--- src/hw/vrh_pkg.sv ---
// How it works
// - with host mode high, eleven nibble commands arrive via write and read strobes
// - playback_mode_cmd selects playback and clears ram_full_flag
// - START begins direct-mode run from current address counter
// - STOP halts; slot recording first stores counter as phrase end entry
// - STOP pauses slot playback; START resumes; second STOP returns to waiting
// - start_addr_load_cmd loads counter from five nibbles, lowest first
// - end_addr_load_cmd loads stop address from five nibbles, lowest first
// - config_cmd low two bits select 8, 11, 16 or 32 kbps
// - config_cmd bit 2 enables overflow auto stop; host sends bit 3 zero
// - phrase_slot_cmd in recording stores counter as phrase start, then records
// - phrase_slot_cmd in playback fetches start and end from index, then plays
// - counter_readback_cmd returns counter over five reads; status hidden meanwhile
// - capture_mode_cmd selects recording mode
// - ram_byte_fetch_cmd returns RAM byte at counter over two reads
// - ram_byte_store_cmd writes two-nibble byte at counter, counter unchanged
// - counter advances by one after every eight codec samples
// - direct recording ending on match writes end entry, index advances
// - overflow detector stops recording at final RAM address when enabled
// - forced STOP in direct recording writes no index entry
// - status nibble amplitude, full, busy, active driven while read strobe low
// - busy holds until last data nibble of multi-nibble command arrives
// - init clears index 0..FE, counter 100h, playback, 8 kbps, full cleared
package vrh_pkg;
  localparam int ADDR_W = 20;
  localparam logic [3:0] CMD_PLAY = 4'h1;
  localparam logic [3:0] CMD_START = 4'h2;
  localparam logic [3:0] CMD_STOP = 4'h3;
  localparam logic [3:0] CMD_LD_START = 4'h4;
  localparam logic [3:0] CMD_LD_END = 4'h5;
  localparam logic [3:0] CMD_CFG = 4'h6;
  localparam logic [3:0] CMD_SLOT = 4'h7;
  localparam logic [3:0] CMD_RDBACK = 4'h8;
  localparam logic [3:0] CMD_CAPTURE = 4'h9;
  localparam logic [3:0] CMD_FETCH = 4'hA;
  localparam logic [3:0] CMD_STORE = 4'hB;
  localparam logic [2:0] NIB_ADDR = 3'h5;
  localparam logic [2:0] NIB_CFG = 3'h1;
  localparam logic [2:0] NIB_TWO = 3'h2;
  localparam logic [2:0] SMP_LAST = 3'h7;
  localparam logic [19:0] CNT_RESET = 20'h0_0100;
  localparam logic [19:0] RAM_LAST_DEF = 20'hF_FFFF;
  localparam logic [7:0] IDX_LAST = 8'hFE;
  localparam logic [7:0] IDX_INIT = 8'h04;
  localparam logic [7:0] IDX_STEP = 8'h04;
  localparam logic [1:0] RATE_RESET = 2'h0;
  localparam int SB_AMP = 3;
  localparam int SB_FULL = 2;
  localparam int SB_BUSY = 1;
  localparam int SB_ACT = 0;
  localparam int CFG_RATE = 16;
  localparam int CFG_OVF = 18;
  localparam logic [7:0] REG_CTRL = 8'h00;
  localparam logic [7:0] REG_STATUS = 8'h04;
  localparam logic [7:0] REG_COUNTER = 8'h08;
  localparam logic [7:0] REG_STOP = 8'h0C;
  localparam logic [7:0] REG_INDEX = 8'h10;
  localparam int CTRL_HOST_EN = 0;
  localparam int CTRL_INIT = 1;
  localparam logic [1:0] RESP_OKAY = 2'h0;
  localparam logic [1:0] RESP_DECERR = 2'h3;
  typedef enum logic [2:0] {
    S_INIT, S_IDLE, S_DATA, S_IDXWR, S_IDXRD, S_RUN, S_PAUSE, S_READ
  } vrh_state_t;
  typedef struct packed {
    logic [19:0] addr;
    logic [7:0] wdata;
    logic we;
    logic re;
  } vrh_ram_req_t;
endpackage : vrh_pkg

--- src/hw/vrh_command_unit.sv ---
// Chosen here: the address map and the AXI4-Lite register port.
`timescale 1ns/100ps
`default_nettype none
module vrh_command_unit import vrh_pkg::*; #(
  parameter logic [19:0] RAM_LAST = RAM_LAST_DEF
) (
  input wire logic ref_clk_in,
  input wire logic rst_in,
  input wire logic host_mode_pin_in,
  input wire logic init_pulse_pin_n_in,
  input wire logic [3:0] host_nibble_bus_in,
  output logic [3:0] host_nibble_bus_out,
  output logic host_nibble_bus_oe_n_out,
  input wire logic host_wr_n_in,
  input wire logic host_rd_n_in,
  input wire logic sample_tick_in,
  input wire logic amplitude_in,
  input wire logic [7:0] ram_rdata_in,
  output vrh_ram_req_t ram_req_out,
  output logic [1:0] rate_sel_out,
  output logic record_mode_out,
  output logic codec_run_out,
  input wire logic [7:0] s_axi_awaddr_in,
  input wire logic s_axi_awvalid_in,
  output logic s_axi_awready_out,
  input wire logic [31:0] s_axi_wdata_in,
  input wire logic [3:0] s_axi_wstrb_in,
  input wire logic s_axi_wvalid_in,
  output logic s_axi_wready_out,
  output logic [1:0] s_axi_bresp_out,
  output logic s_axi_bvalid_out,
  input wire logic s_axi_bready_in,
  input wire logic [7:0] s_axi_araddr_in,
  input wire logic s_axi_arvalid_in,
  output logic s_axi_arready_out,
  output logic [31:0] s_axi_rdata_out,
  output logic [1:0] s_axi_rresp_out,
  output logic s_axi_rvalid_out,
  input wire logic s_axi_rready_in
);
  function automatic logic [7:0] byte_of(input logic [19:0] v, input logic [1:0] sel);
    unique case (sel)
      2'h0: byte_of = v[7:0];
      2'h1: byte_of = v[15:8];
      default: byte_of = {4'h0, v[19:16]};
    endcase
  endfunction : byte_of

  function automatic logic [19:0] put_byte(input logic [19:0] v, input logic [1:0] sel,
                                           input logic [7:0] b);
    unique case (sel)
      2'h0: put_byte = {v[19:8], b};
      2'h1: put_byte = {v[19:16], b, v[7:0]};
      default: put_byte = {b[3:0], v[15:0]};
    endcase
  endfunction : put_byte

  // pin synchronisers
  logic [3:0] nib_s1_ff, nib_s2_ff;
  logic wr_s1_ff, wr_s2_ff, wr_d_ff, rd_s1_ff, rd_s2_ff, rd_d_ff;
  logic mode_s1_ff, mode_s2_ff, init_s1_ff, init_s2_ff, init_d_ff;
  always_ff @(posedge ref_clk_in) begin
    if (rst_in) begin
      nib_s1_ff <= 4'h0;
      nib_s2_ff <= 4'h0;
      {wr_s1_ff, wr_s2_ff, wr_d_ff} <= 3'h7;
      {rd_s1_ff, rd_s2_ff, rd_d_ff} <= 3'h7;
      {mode_s1_ff, mode_s2_ff} <= 2'h0;
      {init_s1_ff, init_s2_ff, init_d_ff} <= 3'h7;
    end else begin
      nib_s1_ff <= host_nibble_bus_in;
      nib_s2_ff <= nib_s1_ff;
      wr_s1_ff <= host_wr_n_in;
      wr_s2_ff <= wr_s1_ff;
      wr_d_ff <= wr_s2_ff;
      rd_s1_ff <= host_rd_n_in;
      rd_s2_ff <= rd_s1_ff;
      rd_d_ff <= rd_s2_ff;
      mode_s1_ff <= host_mode_pin_in;
      mode_s2_ff <= mode_s1_ff;
      init_s1_ff <= init_pulse_pin_n_in;
      init_s2_ff <= init_s1_ff;
      init_d_ff <= init_s2_ff;
    end
  end

  logic host_en_ff, soft_init_ff;
  logic host_ok, wr_evt, rd_evt, init_req;
  assign host_ok = mode_s2_ff & host_en_ff;
  assign wr_evt = wr_s2_ff & ~wr_d_ff & host_ok;
  assign rd_evt = rd_s2_ff & ~rd_d_ff & host_ok;
  assign init_req = (~init_s2_ff & init_d_ff) | soft_init_ff;

  vrh_state_t state_ff;
  logic [3:0] cmd_ff;
  logic [2:0] need_ff, nib_cnt_ff, step_ff, smp_ff, rb_left_ff;
  logic [19:0] asm_ff, cnt_ff, stop_ff, wval_ff, rb_ff;
  logic [7:0] idx_ff, wbase_ff, init_addr_ff;
  logic [1:0] rate_ff;
  logic ovf_en_ff, rec_mode_ff, full_ff, label_ff, go_run_ff, fetch_pend_ff;
  vrh_ram_req_t ram_req_ff;
  logic [3:0] status_ff, nib_out_ff;
  logic nib_oe_n_ff;

  logic [19:0] nxt_asm;
  logic [7:0] slot_base;
  logic [2:0] prev_step;
  logic ovf_hit, cmp_hit, stop_cmd, start_cmd;
  assign nxt_asm = {nib_s2_ff, asm_ff[19:4]};
  assign slot_base = {nxt_asm[17:12], 2'h0};
  assign prev_step = step_ff - 3'h1;
  assign ovf_hit = rec_mode_ff & ovf_en_ff & (cnt_ff == RAM_LAST);
  assign cmp_hit = (cnt_ff == stop_ff) & ~(rec_mode_ff & label_ff);
  assign stop_cmd = wr_evt & (nib_s2_ff == CMD_STOP);
  assign start_cmd = wr_evt & (nib_s2_ff == CMD_START);

  // command sequencer
  always_ff @(posedge ref_clk_in) begin
    if (rst_in) begin
      state_ff <= S_INIT;
      cmd_ff <= 4'h0;
      need_ff <= 3'h0;
      nib_cnt_ff <= 3'h0;
      step_ff <= 3'h0;
      smp_ff <= 3'h0;
      rb_left_ff <= 3'h0;
      asm_ff <= 20'h0_0000;
      cnt_ff <= CNT_RESET;
      stop_ff <= 20'h0_0000;
      wval_ff <= 20'h0_0000;
      rb_ff <= 20'h0_0000;
      idx_ff <= IDX_INIT;
      wbase_ff <= 8'h00;
      init_addr_ff <= 8'h00;
      rate_ff <= RATE_RESET;
      ovf_en_ff <= 1'b1;
      rec_mode_ff <= 1'b0;
      full_ff <= 1'b0;
      label_ff <= 1'b0;
      go_run_ff <= 1'b0;
      fetch_pend_ff <= 1'b0;
      ram_req_ff <= '0;
    end else if (init_req) begin
      state_ff <= S_INIT;
      init_addr_ff <= 8'h00;
      ram_req_ff <= '0;
    end else begin
      ram_req_ff.we <= 1'b0;
      ram_req_ff.re <= 1'b0;
      fetch_pend_ff <= 1'b0;
      unique case (state_ff)
        S_INIT: begin
          ram_req_ff <= '{addr: {12'h000, init_addr_ff}, wdata: 8'h00, we: 1'b1, re: 1'b0};
          init_addr_ff <= init_addr_ff + 8'h01;
          if (init_addr_ff == IDX_LAST) begin
            cnt_ff <= CNT_RESET;
            rec_mode_ff <= 1'b0;
            rate_ff <= RATE_RESET;
            full_ff <= 1'b0;
            idx_ff <= IDX_INIT;
            ovf_en_ff <= 1'b1;
            label_ff <= 1'b0;
            state_ff <= S_IDLE;
          end
        end
        S_IDLE: begin
          nib_cnt_ff <= 3'h0;
          step_ff <= 3'h0;
          smp_ff <= 3'h0;
          if (wr_evt) begin
            cmd_ff <= nib_s2_ff;
            unique case (nib_s2_ff)
              CMD_PLAY: begin
                rec_mode_ff <= 1'b0;
                full_ff <= 1'b0;
              end
              CMD_START: begin
                label_ff <= 1'b0;
                state_ff <= S_RUN;
              end
              CMD_LD_START, CMD_LD_END: begin
                need_ff <= NIB_ADDR;
                state_ff <= S_DATA;
              end
              CMD_CFG: begin
                need_ff <= NIB_CFG;
                state_ff <= S_DATA;
              end
              CMD_SLOT, CMD_STORE: begin
                need_ff <= NIB_TWO;
                state_ff <= S_DATA;
              end
              CMD_RDBACK: begin
                rb_ff <= cnt_ff;
                rb_left_ff <= NIB_ADDR;
                state_ff <= S_READ;
              end
              CMD_CAPTURE: rec_mode_ff <= 1'b1;
              CMD_FETCH: begin
                ram_req_ff.addr <= cnt_ff;
                ram_req_ff.re <= 1'b1;
                fetch_pend_ff <= 1'b1;
                rb_left_ff <= NIB_TWO;
                state_ff <= S_READ;
              end
              default: ; // stop while idle and undefined codes are ignored
            endcase
          end
        end
        S_DATA: begin
          if (wr_evt) begin
            asm_ff <= nxt_asm;
            nib_cnt_ff <= nib_cnt_ff + 3'h1;
            if (nib_cnt_ff + 3'h1 == need_ff) begin
              state_ff <= S_IDLE;
              unique case (cmd_ff)
                CMD_LD_START: cnt_ff <= nxt_asm;
                CMD_LD_END: stop_ff <= nxt_asm;
                CMD_CFG: begin
                  rate_ff <= nxt_asm[CFG_RATE+1:CFG_RATE];
                  ovf_en_ff <= nxt_asm[CFG_OVF];
                end
                CMD_SLOT: begin
                  label_ff <= 1'b1;
                  idx_ff <= slot_base + IDX_STEP;
                  wbase_ff <= slot_base;
                  if (rec_mode_ff) begin
                    wval_ff <= cnt_ff;
                    go_run_ff <= 1'b1;
                    state_ff <= S_IDXWR;
                  end else begin
                    state_ff <= S_IDXRD;
                  end
                end
                default: begin
                  ram_req_ff <= '{addr: cnt_ff, wdata: nxt_asm[19:12], we: 1'b1, re: 1'b0};
                  rec_mode_ff <= 1'b0;
                end
              endcase
            end
          end
        end
        S_IDXWR: begin
          ram_req_ff <= '{addr: {12'h000, wbase_ff + {5'h00, step_ff}},
                          wdata: byte_of(wval_ff, step_ff[1:0]), we: 1'b1, re: 1'b0};
          step_ff <= step_ff + 3'h1;
          if (step_ff == 3'h2) begin
            step_ff <= 3'h0;
            state_ff <= go_run_ff ? S_RUN : S_IDLE;
            go_run_ff <= 1'b0;
          end
        end
        S_IDXRD: begin
          ram_req_ff.addr <= {12'h000, wbase_ff + {5'h00, step_ff}};
          ram_req_ff.re <= 1'b1;
          step_ff <= step_ff + 3'h1;
          if (step_ff != 3'h0 && prev_step[1:0] != 2'h3) begin
            if (prev_step[2]) stop_ff <= put_byte(stop_ff, prev_step[1:0], ram_rdata_in);
            else cnt_ff <= put_byte(cnt_ff, prev_step[1:0], ram_rdata_in);
          end
          if (step_ff == 3'h7) state_ff <= S_RUN;
        end
        S_RUN: begin
          if (ovf_hit) begin
            full_ff <= 1'b1;
            wval_ff <= cnt_ff;
            wbase_ff <= idx_ff;
            state_ff <= label_ff ? S_IDXWR : S_IDLE;
          end else if (cmp_hit) begin
            if (rec_mode_ff) begin
              wval_ff <= cnt_ff;
              wbase_ff <= idx_ff;
              idx_ff <= idx_ff + IDX_STEP;
              state_ff <= S_IDXWR;
            end else begin
              state_ff <= S_IDLE;
            end
          end else if (stop_cmd) begin
            if (label_ff && rec_mode_ff) begin
              wval_ff <= cnt_ff;
              wbase_ff <= idx_ff;
              state_ff <= S_IDXWR;
            end else if (label_ff) begin
              state_ff <= S_PAUSE;
            end else begin
              state_ff <= S_IDLE;
            end
          end else if (sample_tick_in) begin
            smp_ff <= smp_ff + 3'h1;
            if (smp_ff == SMP_LAST) cnt_ff <= cnt_ff + 20'h0_0001;
          end
        end
        S_PAUSE: begin
          if (start_cmd) state_ff <= S_RUN;
          else if (stop_cmd) state_ff <= S_IDLE;
        end
        S_READ: begin
          if (fetch_pend_ff) rb_ff <= {12'h000, ram_rdata_in};
          if (rd_evt) begin
            rb_ff <= {4'h0, rb_ff[19:4]};
            rb_left_ff <= rb_left_ff - 3'h1;
            if (rb_left_ff == 3'h1) begin
              rec_mode_ff <= 1'b0;
              state_ff <= S_IDLE;
            end
          end
        end
      endcase
    end
  end

  // status and nibble bus driver
  logic busy;
  assign busy = state_ff inside {S_INIT, S_DATA, S_IDXWR, S_IDXRD};
  always_ff @(posedge ref_clk_in) begin
    if (rst_in) begin
      status_ff <= 4'h2;
      nib_out_ff <= 4'h0;
      nib_oe_n_ff <= 1'b1;
    end else begin
      status_ff[SB_AMP] <= amplitude_in & rec_mode_ff & (state_ff == S_RUN);
      status_ff[SB_FULL] <= full_ff;
      status_ff[SB_BUSY] <= busy;
      status_ff[SB_ACT] <= state_ff == S_RUN;
      nib_out_ff <= (state_ff == S_READ) ? rb_ff[3:0] : status_ff;
      nib_oe_n_ff <= rd_s2_ff | ~mode_s2_ff;
    end
  end

  // axi4-lite slave
  logic awready_ff, wready_ff, bvalid_ff, arready_ff, rvalid_ff;
  logic [1:0] bresp_ff, rresp_ff;
  logic [31:0] rdata_ff;
  always_ff @(posedge ref_clk_in) begin
    if (rst_in) begin
      awready_ff <= 1'b0;
      wready_ff <= 1'b0;
      bvalid_ff <= 1'b0;
      bresp_ff <= RESP_OKAY;
      host_en_ff <= 1'b1;
      soft_init_ff <= 1'b0;
    end else begin
      soft_init_ff <= 1'b0;
      awready_ff <= 1'b0;
      wready_ff <= 1'b0;
      if (bvalid_ff && s_axi_bready_in) bvalid_ff <= 1'b0;
      if (s_axi_awvalid_in && s_axi_wvalid_in && !awready_ff && !bvalid_ff) begin
        awready_ff <= 1'b1;
        wready_ff <= 1'b1;
      end
      if (awready_ff) begin
        bvalid_ff <= 1'b1;
        bresp_ff <= RESP_OKAY;
        if (s_axi_awaddr_in == REG_CTRL) begin
          if (s_axi_wstrb_in[0]) begin
            host_en_ff <= s_axi_wdata_in[CTRL_HOST_EN];
            soft_init_ff <= s_axi_wdata_in[CTRL_INIT];
          end
        end else if (!(s_axi_awaddr_in inside {REG_STATUS, REG_COUNTER, REG_STOP, REG_INDEX}))
          bresp_ff <= RESP_DECERR;
      end
    end
  end

  always_ff @(posedge ref_clk_in) begin
    if (rst_in) begin
      arready_ff <= 1'b0;
      rvalid_ff <= 1'b0;
      rresp_ff <= RESP_OKAY;
      rdata_ff <= 32'h0000_0000;
    end else begin
      arready_ff <= s_axi_arvalid_in && !arready_ff && !rvalid_ff;
      if (rvalid_ff && s_axi_rready_in) rvalid_ff <= 1'b0;
      if (arready_ff) begin
        rvalid_ff <= 1'b1;
        rresp_ff <= RESP_OKAY;
        unique case (s_axi_araddr_in)
          REG_CTRL: rdata_ff <= {31'h0000_0000, host_en_ff};
          REG_STATUS: rdata_ff <= {23'h00_0000, mode_s2_ff, rec_mode_ff, ovf_en_ff,
                                   rate_ff, status_ff};
          REG_COUNTER: rdata_ff <= {12'h000, cnt_ff};
          REG_STOP: rdata_ff <= {12'h000, stop_ff};
          REG_INDEX: rdata_ff <= {24'h00_0000, idx_ff};
          default: begin
            rdata_ff <= 32'h0000_0000;
            rresp_ff <= RESP_DECERR;
          end
        endcase
      end
    end
  end

  assign host_nibble_bus_out = nib_out_ff;
  assign host_nibble_bus_oe_n_out = nib_oe_n_ff;
  assign ram_req_out = ram_req_ff;
  assign rate_sel_out = rate_ff;
  assign record_mode_out = rec_mode_ff;
  assign codec_run_out = status_ff[SB_ACT];
  assign s_axi_awready_out = awready_ff;
  assign s_axi_wready_out = wready_ff;
  assign s_axi_bvalid_out = bvalid_ff;
  assign s_axi_bresp_out = bresp_ff;
  assign s_axi_arready_out = arready_ff;
  assign s_axi_rvalid_out = rvalid_ff;
  assign s_axi_rresp_out = rresp_ff;
  assign s_axi_rdata_out = rdata_ff;

  logic idle_cmd;
  assign idle_cmd = (state_ff == S_IDLE) & wr_evt;
endmodule : vrh_command_unit
`default_nettype wire

--- config.mk ---
export PLATFORM = sky130hd
export DESIGN_NAME = vrh_command_unit
export DESIGN_NICKNAME = d
export VERILOG_FILES = /design/src/hw/vrh_pkg.sv /design/src/hw/vrh_command_unit.sv
export SDC_FILE = /design/constraint.sdc
export NUM_CORES = 1
export LEC_CHECK = 0
export BUFFER_PORTS_ARGS = -buffer_cell sky130_fd_sc_hd__buf_2
export CAP_MARGIN = 30
export CORE_ASPECT_RATIO = 0.5
export CORE_MARGIN = 4
export CORE_UTILIZATION = 55
export CTS_BUF_LIST = sky130_fd_sc_hd__clkbuf_8
export DETAILED_ROUTE_END_ITERATION = 6
export MAX_ROUTING_LAYER = met4
export PLACE_DENSITY = 0.77
export REMOVE_ABC_BUFFERS = 1
export SYNTH_ARGS = -nofsm -noshare
export SYNTH_HDL_FRONTEND = slang
export SYNTH_SLANG_ARGS = --single-unit
--- constraint.sdc ---
create_clock -name ref_clk_in -period 7 [get_ports ref_clk_in]
set_input_delay 0.35 -clock ref_clk_in [delete_from_list [all_inputs] [get_ports ref_clk_in]]
set_output_delay 0.35 -clock ref_clk_in [all_outputs]
set_load 0.03 [all_outputs]
==> results of run 1 <==
==> Yosys cell counts (all sizes together), types with 10 or more instances <==
master	instances
dfxtp	232
mux2i	43
a22o	19
nor4	10
a211oi	24
nor3	41
and3	21
nand2b	18
a31oi	11
buf	73
or2	18
a21oi	136
nand2	138
o21ai	51
inv	19
xor2	18
xnor2	20
a22oi	35
nand3	22
nor2	192
nor2b	37
nand4	14
ha	18
clkbuf	60
a221oi	32
a222oi	17
==> cells in the final DEF (no fill, tap or decap), types with 7 or more instances in the layout <==
cell      Yosys  routed
a211oi_1     20      20
xnor2_1      20      20
dfxtp_1     232     232
buf_4        23      18
ha_1         18      18
a222oi_1     17      17
nor2b_1      37      37
a221oi_2     11      10
a21oi_1     136     136
xor2_1       18      18
mux2_2        7       7
nor2_1      190     190
a22oi_1      35      35
nand2_1     137     137
inv_1        17      28
and3_1       19      19
nor3_2        9       9
nand4_1      14      14
a31oi_1      10      10
nand2b_1     16      16
nand3_1      20      20
a22o_1       19      19
a221oi_1     21      21
conb_1        1      12
nor3_1       31      31
buf_2        35     110
mux2i_1      43      43
o21ai_0      43      43
a311oi_1      8       8
or2_2        12      12
clkbuf_8      0      39
==> sequential cells by signal, indices dropped and copies added (netlist names), 8 cells and up <==
| name | flops |
|---|---|
| stop_ff | 20 |
| init_addr_ff | 8 |
| rb_ff | 20 |
| wval_ff | 20 |
| ram_req_out | 30 |
| cnt_ff | 20 |
| asm_ff | 16 |
| s_axi_rdata_out | 20 |
==> how the worst max path moves through the flow <==
stage | from | to | slack (ns) | depth (start not counted)
2_1_floorplan | state_ff[2] | wval_ff[0] | 3.09 | 6
3_3_place_gp | cnt_ff[0] | wbase_ff[3] | 3.66 | 8
3_5_place_dp | cnt_ff[0] | wbase_ff[6] | 3.50 | 8
4_1_cts | cnt_ff[0] | wbase_ff[6] | 3.45 | 8
5_1_grt | cnt_ff[0] | wbase_ff[6] | 3.20 | 8
6_report | cnt_ff[0] | wbase_ff[6] | 3.33 | 8
==> cells by family after synthesis <==
group,count (synthesis),share of synthesized area [%]
adders and majority gates,18,1.89
buffers and inverters,152,6.38
other,1,0.0314
AOI/OAI and AO/OA,383,22.5
muxes,51,4.46
xor gates and xnor gates,39,2.98
and+or+nand+nor,547,22.8
DFF,232,38.9
==> power by group through the flow <==
stage	logic [W]	clock network (W)	registers, W
2_1_floorplan	0.0000406	0	0.00138
3_3_place_gp	0.0000993	0	0.00137
3_5_place_dp	0.000101	0	0.00137
4_1_cts	0.000102	0.00114	0.00134
5_1_grt	0.000112	0.00121	0.00134
6_report	0.000105	0.00113	0.00134
==> worst max-delay path: stages (launching register included) <==
cell and delay [ns]:
dfxtp_1 0.84, ha_1 0.33, nand3_2 0.20, nor4_4 0.52, and3_2 0.34, nor2_1 0.11
a21oi_1 0.75, a21oi_1 0.15, a311oi_1 0.31
==> layer usage <==
metal  vias up  routed length, um
met4         0                752
met3        72               4900
li1       5171                  -
met2       634              15900
met5         -                  0
met1      5402              17500
==> final cells by class <==
class                   count  share of cell area, %
repair buffers            133                   5.76
multi-input cells        1050                   50.3
clock inverters            19                   1.02
well taps                 292                   2.79
flip-flops and latches    232                   35.5
inverters                  19                  0.545
clock buffers              39                   4.10
==> stage by stage <==
stage	std cells	setup slack [ns]	cell area, sq um	hold slack (ns)
5_1_grt	1784	3.20	13100	0.0183
6_report	1784	3.33	13100	0.0351
3_3_place_gp	1722	3.66	12400	0.391
3_5_place_dp	1723	3.50	12400	0.397
2_1_floorplan	1301	3.09	11300	0.389
4_1_cts	1784	3.45	13100	0.0151
==> timing repair <==
| item | 4_1_cts | 5_1_grt |
|---|---|---|
| endpoints found under the hold margin | 3 | 0 |
| hold buffers | 3 | 0 |
| setup endpoints to repair | 0 | 0 |
==> run_results.csv, run 1 <==
group,metric,value,unit
floorplan,dieArea,24300,sq um
logic_synthesis,syn_area_per_cell,8.38,sq um
outcome,outcome,"finished clean",
placement,place.gp.congestion,0.982,
power,p_per_area,197,nW/um^2
worst_hold_path,hold_path_class,"in2reg",
floorplan,initial_utilization,57.0,%
global_route,antenna_found_initial,0,
logic_synthesis,synthTopCellsByArea,"dfxtp_1 (39%), nor2_1 (6.0%), a21oi_1 (5.7%)",
logic_synthesis,synth.distinct_cells,89,
global_route,groute.layer.met1.usage,45.2,%
cts,cts_sinks,232,
power,switching_power,0.000631,W
floorplan,rows,37,
routing,drcViolationCount,0,
cts,cts_made_buffers,35,
floorplan,die_w,216,um
floorplan,coreArea,20900,sq um
placement,place_hpwl,27000,um
timing,worst_pin_slew,0.933,ns
cts,cts_tree,"built",
critical_path,r2r.worst_path.cells,8,
power,p_int,0.00195,W
routing,routed_wl,39100,um
logic_synthesis,ys_seq_elements,232,
logic_synthesis,yosys.area.top_type,"dfxtp_1",
routing,vias_per_cell,6.32,
timing,slew_viol_final,0,
timing,setup-violations-final,0,
critical_path,setup.worst_path.class,"reg2reg",
cts,clkTransAtPathRegs,0.07,ns
power,swShare,24.5,%
timing,fmax,0.273,GHz
timing,min_period_over_period,52.4,%
logic_synthesis,synthFlopType,"dfxtp_1",
critical_path,cp_max_fo,12,
timing,max_slew_margin,37.2,%
floorplan,ios,157,
global_route,grt_max_degree,85,
timing,finalSetupTns,0,ns
global_route,grt-ovfl-total,0,
logic_synthesis,synthArstFlopShare,0,%
layout,fillers,1891,
cts,cts_resized,0,
global_route,use_met3,10.4,%
critical_path,rr_endpoint,"wbase_ff[6]",
cts,root_buffer,"clkbuf_8",
power,p_comb_share,4.1,%
cts,htreeDepth,2,
logic_synthesis,synth_warnings,0,
power,power_frac_clock,43.8,%
timing,report.final.hold_viol_count,0,
critical_path,crit_required,7.42,ns
critical_path,endpoint_kind,"flop",
power,p_leak,4.97,nW
layout,multi_input_area,6580,sq um
logic_synthesis,postSynthCellCount,1423,
layout,antenna_cells,0,
layout,syn_to_final_growth,9.72,%
cts,clock_latency,0.54,ns
layout,fin_util,62.6,%
worst_hold_path,holdPathStages,2,
critical_path,reg2reg_slack,3.33,ns
logic_synthesis,yosysSeqAreaShare,38.9,%
routing,vias,11300,
job,maxCapViolCount,0,
timing,rsz0062_at_grt,"no",
global_route,grt_use_total,31.9,%
logic_synthesis,synth_area,11900,sq um
global_route,grt_pass1_vias,10400,
critical_path,cp.arrival,4.09,ns
critical_path,rr_startpoint,"cnt_ff[0]",
floorplan,die_h,112,um
worst_hold_path,hp-start,"host_mode_pin_in",
layout,fin_nets,1566,
layout,regArea,4640,sq um
cts,cts_post_setup_buffers_inserted,0,
power,peakVddDrop,0.144,mV
power,p_total,0.00258,W
routing,drt-initial-drc-count,1551,
critical_path,start_kind,"flop",
placement,place.port_buffers,111,
global_route,met2_usage,43.9,%
power,power_frac_seq,52.1,%
global_route,gr-max-usage-layer,"met1",
timing,min_period,3.67,ns
worst_hold_path,holdPathEnd,"mode_s1_ff",
layout,post_route_cells_drive_above_1_share,16.8,%
timing,final.setup_skew,0.0285,ns
routing,first_pass_iters,6,
global_route,grt_pass1_wl,59700,um
routing,ant_nets,0,
logic_synthesis,synth_top_area_share,38.9,%
cts,cts_buffer_depth,3,
logic_synthesis,synth_edf_count,0,
routing,detail_route.wl_per_cell,21.9,um
No activity file was read; power rests on OpenSTA's default activity.
==> run 2, diff against run 1 <==
Settings changed: ABC_AREA set to 1, PLACE_DENSITY 0.77 to 0.76.
Clock period 7 ns to 3.4 ns, I/O delays scaled along.
==> run_results.csv, run 2 <==
group,metric,value,unit
routing,routed_wl,44800,um
floorplan,initial_utilization,55.9,%
power,switching_power,0.00136,W
logic_synthesis,syn_area_per_cell,6.49,sq um
cts,htreeDepth,2,
critical_path,cpMostUsedCell,"nand2_1",
power,p_int,0.00422,W
placement,place.port_buffers,111,
logic_synthesis,yosys.area.top_type,"dfxtp_1",
global_route,grt_use_total,34.6,%
cts,cts_buffer_depth,3,
logic_synthesis,synth_edf_count,0,
critical_path,setup.worst_path.class,"reg2reg",
routing,detail_route.wl_per_cell,18.6,um
logic_synthesis,synthArstFlopShare,0,%
routing,vias_per_cell,5.69,
timing,setup-violations-final,0,
critical_path,path_delay_family,"simple AND/OR/NAND/NOR gates",
global_route,grt_max_degree,66,
layout,layoutNonFillerInstCount,2413,
floorplan,die_h,116,um
critical_path,crit_required,3.83,ns
cts,cts_made_buffers,35,
routing,drt-initial-drc-count,1824,
cts,clkTransAtPathRegs,0.07,ns
layout,syn_to_final_growth,14.3,%
logic_synthesis,synth_top_area_share,36.4,%
power,p_per_area,383,nW/um^2
global_route,grt_pass1_vias,12200,
timing,finalSetupTns,0,ns
cts,holdBufCountCts,24,
timing,final.setup_skew,0.0256,ns
critical_path,cp_slowest_stage_delay,0.75,ns
routing,drcViolationCount,0,
layout,mostFrequentLayoutCell,"nand2_1",
power,power_frac_clock,45.5,%
logic_synthesis,synthTopCellsByCount,"nand2_1 (441), nor2_1 (263), dfxtp_1 (232), inv_1 (202), a21oi_1 (184)",
critical_path,critPathSlowestCell,"dfxtp_1",
cts,clock_latency,0.55,ns
global_route,antenna_found_initial,0,
worst_hold_path,hold_path_class,"in2reg",
timing,layout_setup_ws,0.457,ns
critical_path,endpoint_kind,"flop",
timing,max_slew_margin,33.5,%
layout,final_cell_mix,"nand2_1 (441), nor2_1 (262), dfxtp_1 (232)",
layout,post_route_cells_drive_above_1_share,13.2,%
logic_synthesis,synth.distinct_cells,57,
power,p_comb_share,5.1,%
cts,cts_post_setup_buffers_inserted,0,
logic_synthesis,synthFlopType,"dfxtp_1",
critical_path,cp.arrival,3.37,ns
routing,ant_nets,0,
layout,fin_nets,2179,
critical_path,r2r.worst_path.cells,15,
timing,report.final.hold_viol_count,0,
logic_synthesis,synth_area,12800,sq um
floorplan,die_w,223,um
routing,first_pass_iters,6,
logic_synthesis,yosysSeqAreaShare,36.4,%
outcome,outcome,"finished clean",
timing,slew_viol_final,0,
cts,root_buffer,"clkbuf_8",
power,p_leak,6.53,nW
cts,cts_tree,"built",
global_route,grt-ovfl-total,0,
floorplan,ios,157,
critical_path,crit_chain,"inv_1 -> nand2_1 -> nand2_1 -> nor2_1 -> nand3_1 -> nor2_1 -> nand4_1 -> buf_4 -> nand3_1 -> nand2_1 -> nor2_2 -> buf_12 -> nand2_1 -> nand2_1 -> nor2_1",
layout,antenna_cells,0,
routing,vias,13700,
placement,place_hpwl,32400,um
timing,min_period,2.94,ns
power,peakVddDrop,0.298,mV
logic_synthesis,postSynthCellCount,1965,
cts,cts_resized,0,
logic_synthesis,yosysMostFrequentCell,"nand2_1",
placement,dp_cells,2329,
critical_path,worst-path-buf-inv,3,
critical_path,cp_max_fo,40,
floorplan,coreArea,22800,sq um
power,power_frac_seq,49.5,%
timing,min_period_over_period,86.6,%
logic_synthesis,ys_seq_elements,232,
logic_synthesis,synthTopCellsByArea,"dfxtp_1 (36%), nand2_1 (13%), nor2_1 (7.7%)",
global_route,grt_pass1_wl,68400,um
timing,holdWs,0.0493,ns
cts,cts_sinks,232,
job,maxCapViolCount,0,
timing,worst_pin_slew,0.996,ns
timing,fmax,0.340,GHz
power,swShare,24.4,%
critical_path,start_kind,"flop",
layout,largest_reg_flops,30,
placement,post-place-ws,0.619,ns
placement,place.gp.congestion,1.04,
floorplan,rows,39,
worst_hold_path,holdPathStages,5,
floorplan,dieArea,25900,sq um
timing,rsz0062_at_grt,"no",
logic_synthesis,synth_warnings,0,
critical_path,cp.depth,15,
## run 2: changes by cell type after synthesis, moves of 16 or more
cell	delta
a222oi_1	-17
nand2b_1	-16
a22oi_1	-21
nand3_1	+80
a22o_1	-18
o21ai_0	+121
nand2_1	+304
inv_1	+185
nor2_1	+73
o22ai_1	+25
and3_1	-17
mux2i_1	-42
a21oi_1	+48
nor2b_1	-37
## run 2: worst register-to-register path: cells and delay by family, from the launching register on
kind          cells  cell delay, ns
buf+inv           3            0.68
flops             1            0.75
simple gates     12            1.39
## run 2: cell type report
| class | instances | area [sq um] |
|---|---|---|
| inverter | 221 | 833 |
| sequential | 232 | 4640 |
| clock inverter | 15 | 140 |
| timing repair buffer | 191 | 1260 |
| clock buffer | 44 | 606 |
| tap | 307 | 384 |
| multi-input combinational | 1403 | 6720 |
| fill | 2218 | 8250 |
## run 2: cells by family after synthesis
logic type	share of synthesized area, %
AO/OA/AOI/OAI	19.1
XOR/XNOR	1.10
adder cells (fa/ha/maj)	1.76
buffers and inverters	11.4
flip-flops	36.4
multiplexers	0.0784
other	0.0294
AND/OR/NAND/NOR	30.2
## run 2: power by group through the flow
| stage | Combinational, W | Clock (W) | Sequential, W |
|---|---|---|---|
| after detailed placement | 0.000257 | 0 | 0.00282 |
| after floorplan | 0.000117 | 0 | 0.00285 |
| after CTS | 0.000275 | 0.00255 | 0.00276 |
| after global routing | 0.000304 | 0.00265 | 0.00277 |
| final | 0.000282 | 0.00254 | 0.00276 |
| after global placement | 0.000249 | 0 | 0.00282 |
## run 2: worst paths after layout
kind,from,end,slack (ns)
max,cnt_ff[5],wval_ff[4],0.46
min,s_axi_araddr_in[0],s_axi_rresp_out[0],0.05
max reg2reg,cnt_ff[5],wval_ff[4],0.46
min reg2reg,nib_s1_ff[1],nib_s2_ff[1],0.40
## run 2: per-stage QoR
| stage | util [%] | power (W) | instance area (sq um) |
|---|---|---|---|
| after floorplan | - | 0.00296 | 12200 |
| after global placement | 59.4 | 0.00307 | 13600 |
| after detailed placement | 59.5 | 0.00308 | 13600 |
| after CTS | 63.9 | 0.00558 | 14600 |
| after global routing | 63.9 | 0.00572 | 14600 |
| final | 63.9 | 0.00559 | 14600 |
## run 2: layer usage
| layer | part of all wire (%) | wire (um) | GRT usage (%) | vias to the layer above |
|---|---|---|---|---|
| met5 | 0 | 0 | - | - |
| met2 | 41 | 18600 | 49.6 | 783 |
| li1 | - | - | - | 6605 |
| met1 | 44 | 19500 | 48.6 | 6268 |
| met3 | 13 | 5800 | 9.67 | 80 |
| met4 | 2.0 | 912 | 8.00 | 0 |
==> run 3, diff against run 2 <==
Settings changed: HOLD_SLACK_MARGIN set to 0.08, REMOVE_ABC_BUFFERS 1 to unset.
Clock period 3.4 ns to 3.37 ns, I/O delays scaled along.
==> run_results.csv, run 3 (synthesis gave the netlist of run 2 again) <==
group,metric,value,unit
layout,syn_to_final_growth,13.9,%
timing,report.final.hold_viol_count,0,
timing,rsz0062_at_grt,"no",
cts,clock_latency,0.56,ns
layout,fillers,2218,
critical_path,rr_endpoint,"idx_ff[6]",
layout,post_route_cells_drive_above_1_share,12.8,%
placement,place.gp.congestion,1.03,
cts,cts_resized,0,
timing,finalSetupTns,0,ns
routing,vias,13800,
timing,min_period_over_period,85.9,%
critical_path,crit_required,3.81,ns
routing,ant_nets,0,
timing,worst_pin_slew,0.993,ns
global_route,grt_pass1_vias,12400,
critical_path,endpoint_kind,"flop",
critical_path,setup.worst_path.class,"reg2reg",
power,p_int,0.00399,W
timing,min_period,2.90,ns
routing,drt-initial-drc-count,1818,
layout,fin_nets,2179,
layout,largest_reg_flops,30,
floorplan,rows,39,
job,maxCapViolCount,0,
global_route,grt_max_degree,105,
power,swShare,25.9,%
critical_path,reg2reg_slack,0.47,ns
power,p_comb_share,5.3,%
power,power_frac_seq,51.9,%
worst_hold_path,hp-start,"ram_rdata_in[0]",
placement,place.port_buffers,111,
timing,holdWs,0.151,ns
critical_path,rr_startpoint,"cnt_ff[2]",
layout,fin_util,63.6,%
cts,cts_tree,"built",
routing,first_pass_iters,6,
global_route,grt-ovfl-total,0,
floorplan,initial_utilization,55.9,%
critical_path,r2r.worst_path.cells,14,
global_route,antenna_found_initial,2,
worst_hold_path,holdPathStages,5,
power,p_leak,6.49,nW
routing,routed_wl,46200,um
worst_hold_path,holdPathEnd,"cnt_ff[8]",
placement,place_hpwl,32400,um
critical_path,cp_max_fo,20,
timing,max_slew_margin,33.8,%
global_route,grt_use_total,35.9,%
power,switching_power,0.00139,W
floorplan,ios,157,
timing,setup-violations-final,0,
cts,root_buffer,"clkbuf_8",
timing,slew_viol_final,0,
cts,htreeDepth,2,
floorplan,die_h,116,um
floorplan,dieArea,25900,sq um
routing,vias_per_cell,5.72,
critical_path,cp.arrival,3.34,ns
routing,detail_route.wl_per_cell,19.1,um
power,power_frac_clock,42.7,%
cts,cts_sinks,232,
critical_path,crit_start,"cnt_ff[2]",
timing,final.setup_skew,0.0375,ns
global_route,grt_pass1_wl,70600,um
worst_hold_path,hold_path_class,"in2reg",
critical_path,start_kind,"flop",
power,p_per_area,371,nW/um^2
layout,mostFrequentLayoutCell,"nand2_1",
floorplan,coreArea,22800,sq um
routing,drcViolationCount,0,
timing,fmax,0.345,GHz
cts,cts_made_buffers,34,
cts,clkTransAtPathRegs,0.08,ns
floorplan,die_w,223,um
cts,cts_buffer_depth,3,
layout,final_cell_mix,"nand2_1 (441), nor2_1 (263), dfxtp_1 (232)",
power,peakVddDrop,0.284,mV
outcome,outcome,"finished clean",
==> run 3: cell types whose count changed in the layout (fill, tap and decap cells not counted), sizes merged <==
cell / delta
buf: -7
bufinv: -3
clkbuf: -2
clkinvlp: +2
diode: +3
dlygate4sd3: +8
inv: +1
==> run 3: worst max-delay path, cell delays in order, from the launching register on <==
cell and delay (ns):
dfxtp_1 0.71, inv_1 0.25, nand2_1 0.17, nand2_1 0.07, nor2_1 0.10, nand2_1 0.06, nor2_1 0.31, nand4_1 0.18
buf_4 0.26, nand2_1 0.08, nand2_1 0.13, inv_1 0.08, nand2_1 0.13, o21ai_0 0.19, nor2_1 0.05
==> run 3: layer usage <==
metal  routed length, um  track usage [%]  up-vias
met1               20300             49.7     6327
li1                    -                -     6613
met5                   0                -        -
met3                6100             11.5      111
met2               18400             49.7      766
met4                1360             11.8        0
==> run 3: layout make-up <==
class	count	area [sq um]	area share [%]
flip-flops and latches	232	4640	32.0
repair buffers	192	1290	8.87
well taps	307	384	2.64
clock buffers	42	578	3.98
inverters	221	833	5.73
diodes	3	7.51	0.0517
multi-input cells	1403	6720	46.2
clock inverters	15	73.8	0.508
==> run 3: how the worst max path moves through the flow <==
stage                     cells after the start              end  slack, ns
after floorplan                              13       wval_ff[0]       1.31
after CTS                                    11  ram_req_out[10]       0.61
after global placement                       11  ram_req_out[27]       0.64
final                                        14        idx_ff[6]       0.47
after global routing                         11  ram_req_out[10]       0.33
after detailed placement                     11  ram_req_out[13]       0.67
==> run 3: timing repair <==
action	4_1_cts	5_1_grt
hold buffers	32	0
setup buffers	0	0
endpoints found under the hold margin	27	0
==> run 3: power by group through the flow <==
stage | Clock [W] | Combinational, W | Sequential (W)
after floorplan | 0 | 0.000155 | 0.00286
after global placement | 0 | 0.000241 | 0.00286
after detailed placement | 0 | 0.000249 | 0.00286
after CTS | 0.00231 | 0.000277 | 0.00279
after global routing | 0.00246 | 0.000309 | 0.00280
final | 0.00230 | 0.000287 | 0.00280
==> run 3: per-stage QoR <==
step / power [W] / setup slack [ns] / std cells / area [sq um]
floorplan: 0.00302 / 1.31 / 1976 / 12800
global placement: 0.00310 / 0.642 / 2322 / 13500
detailed placement: 0.00310 / 0.670 / 2323 / 13600
CTS: 0.00538 / 0.607 / 2412 / 14500
global route: 0.00556 / 0.335 / 2415 / 14500
finish: 0.00538 / 0.475 / 2415 / 14500
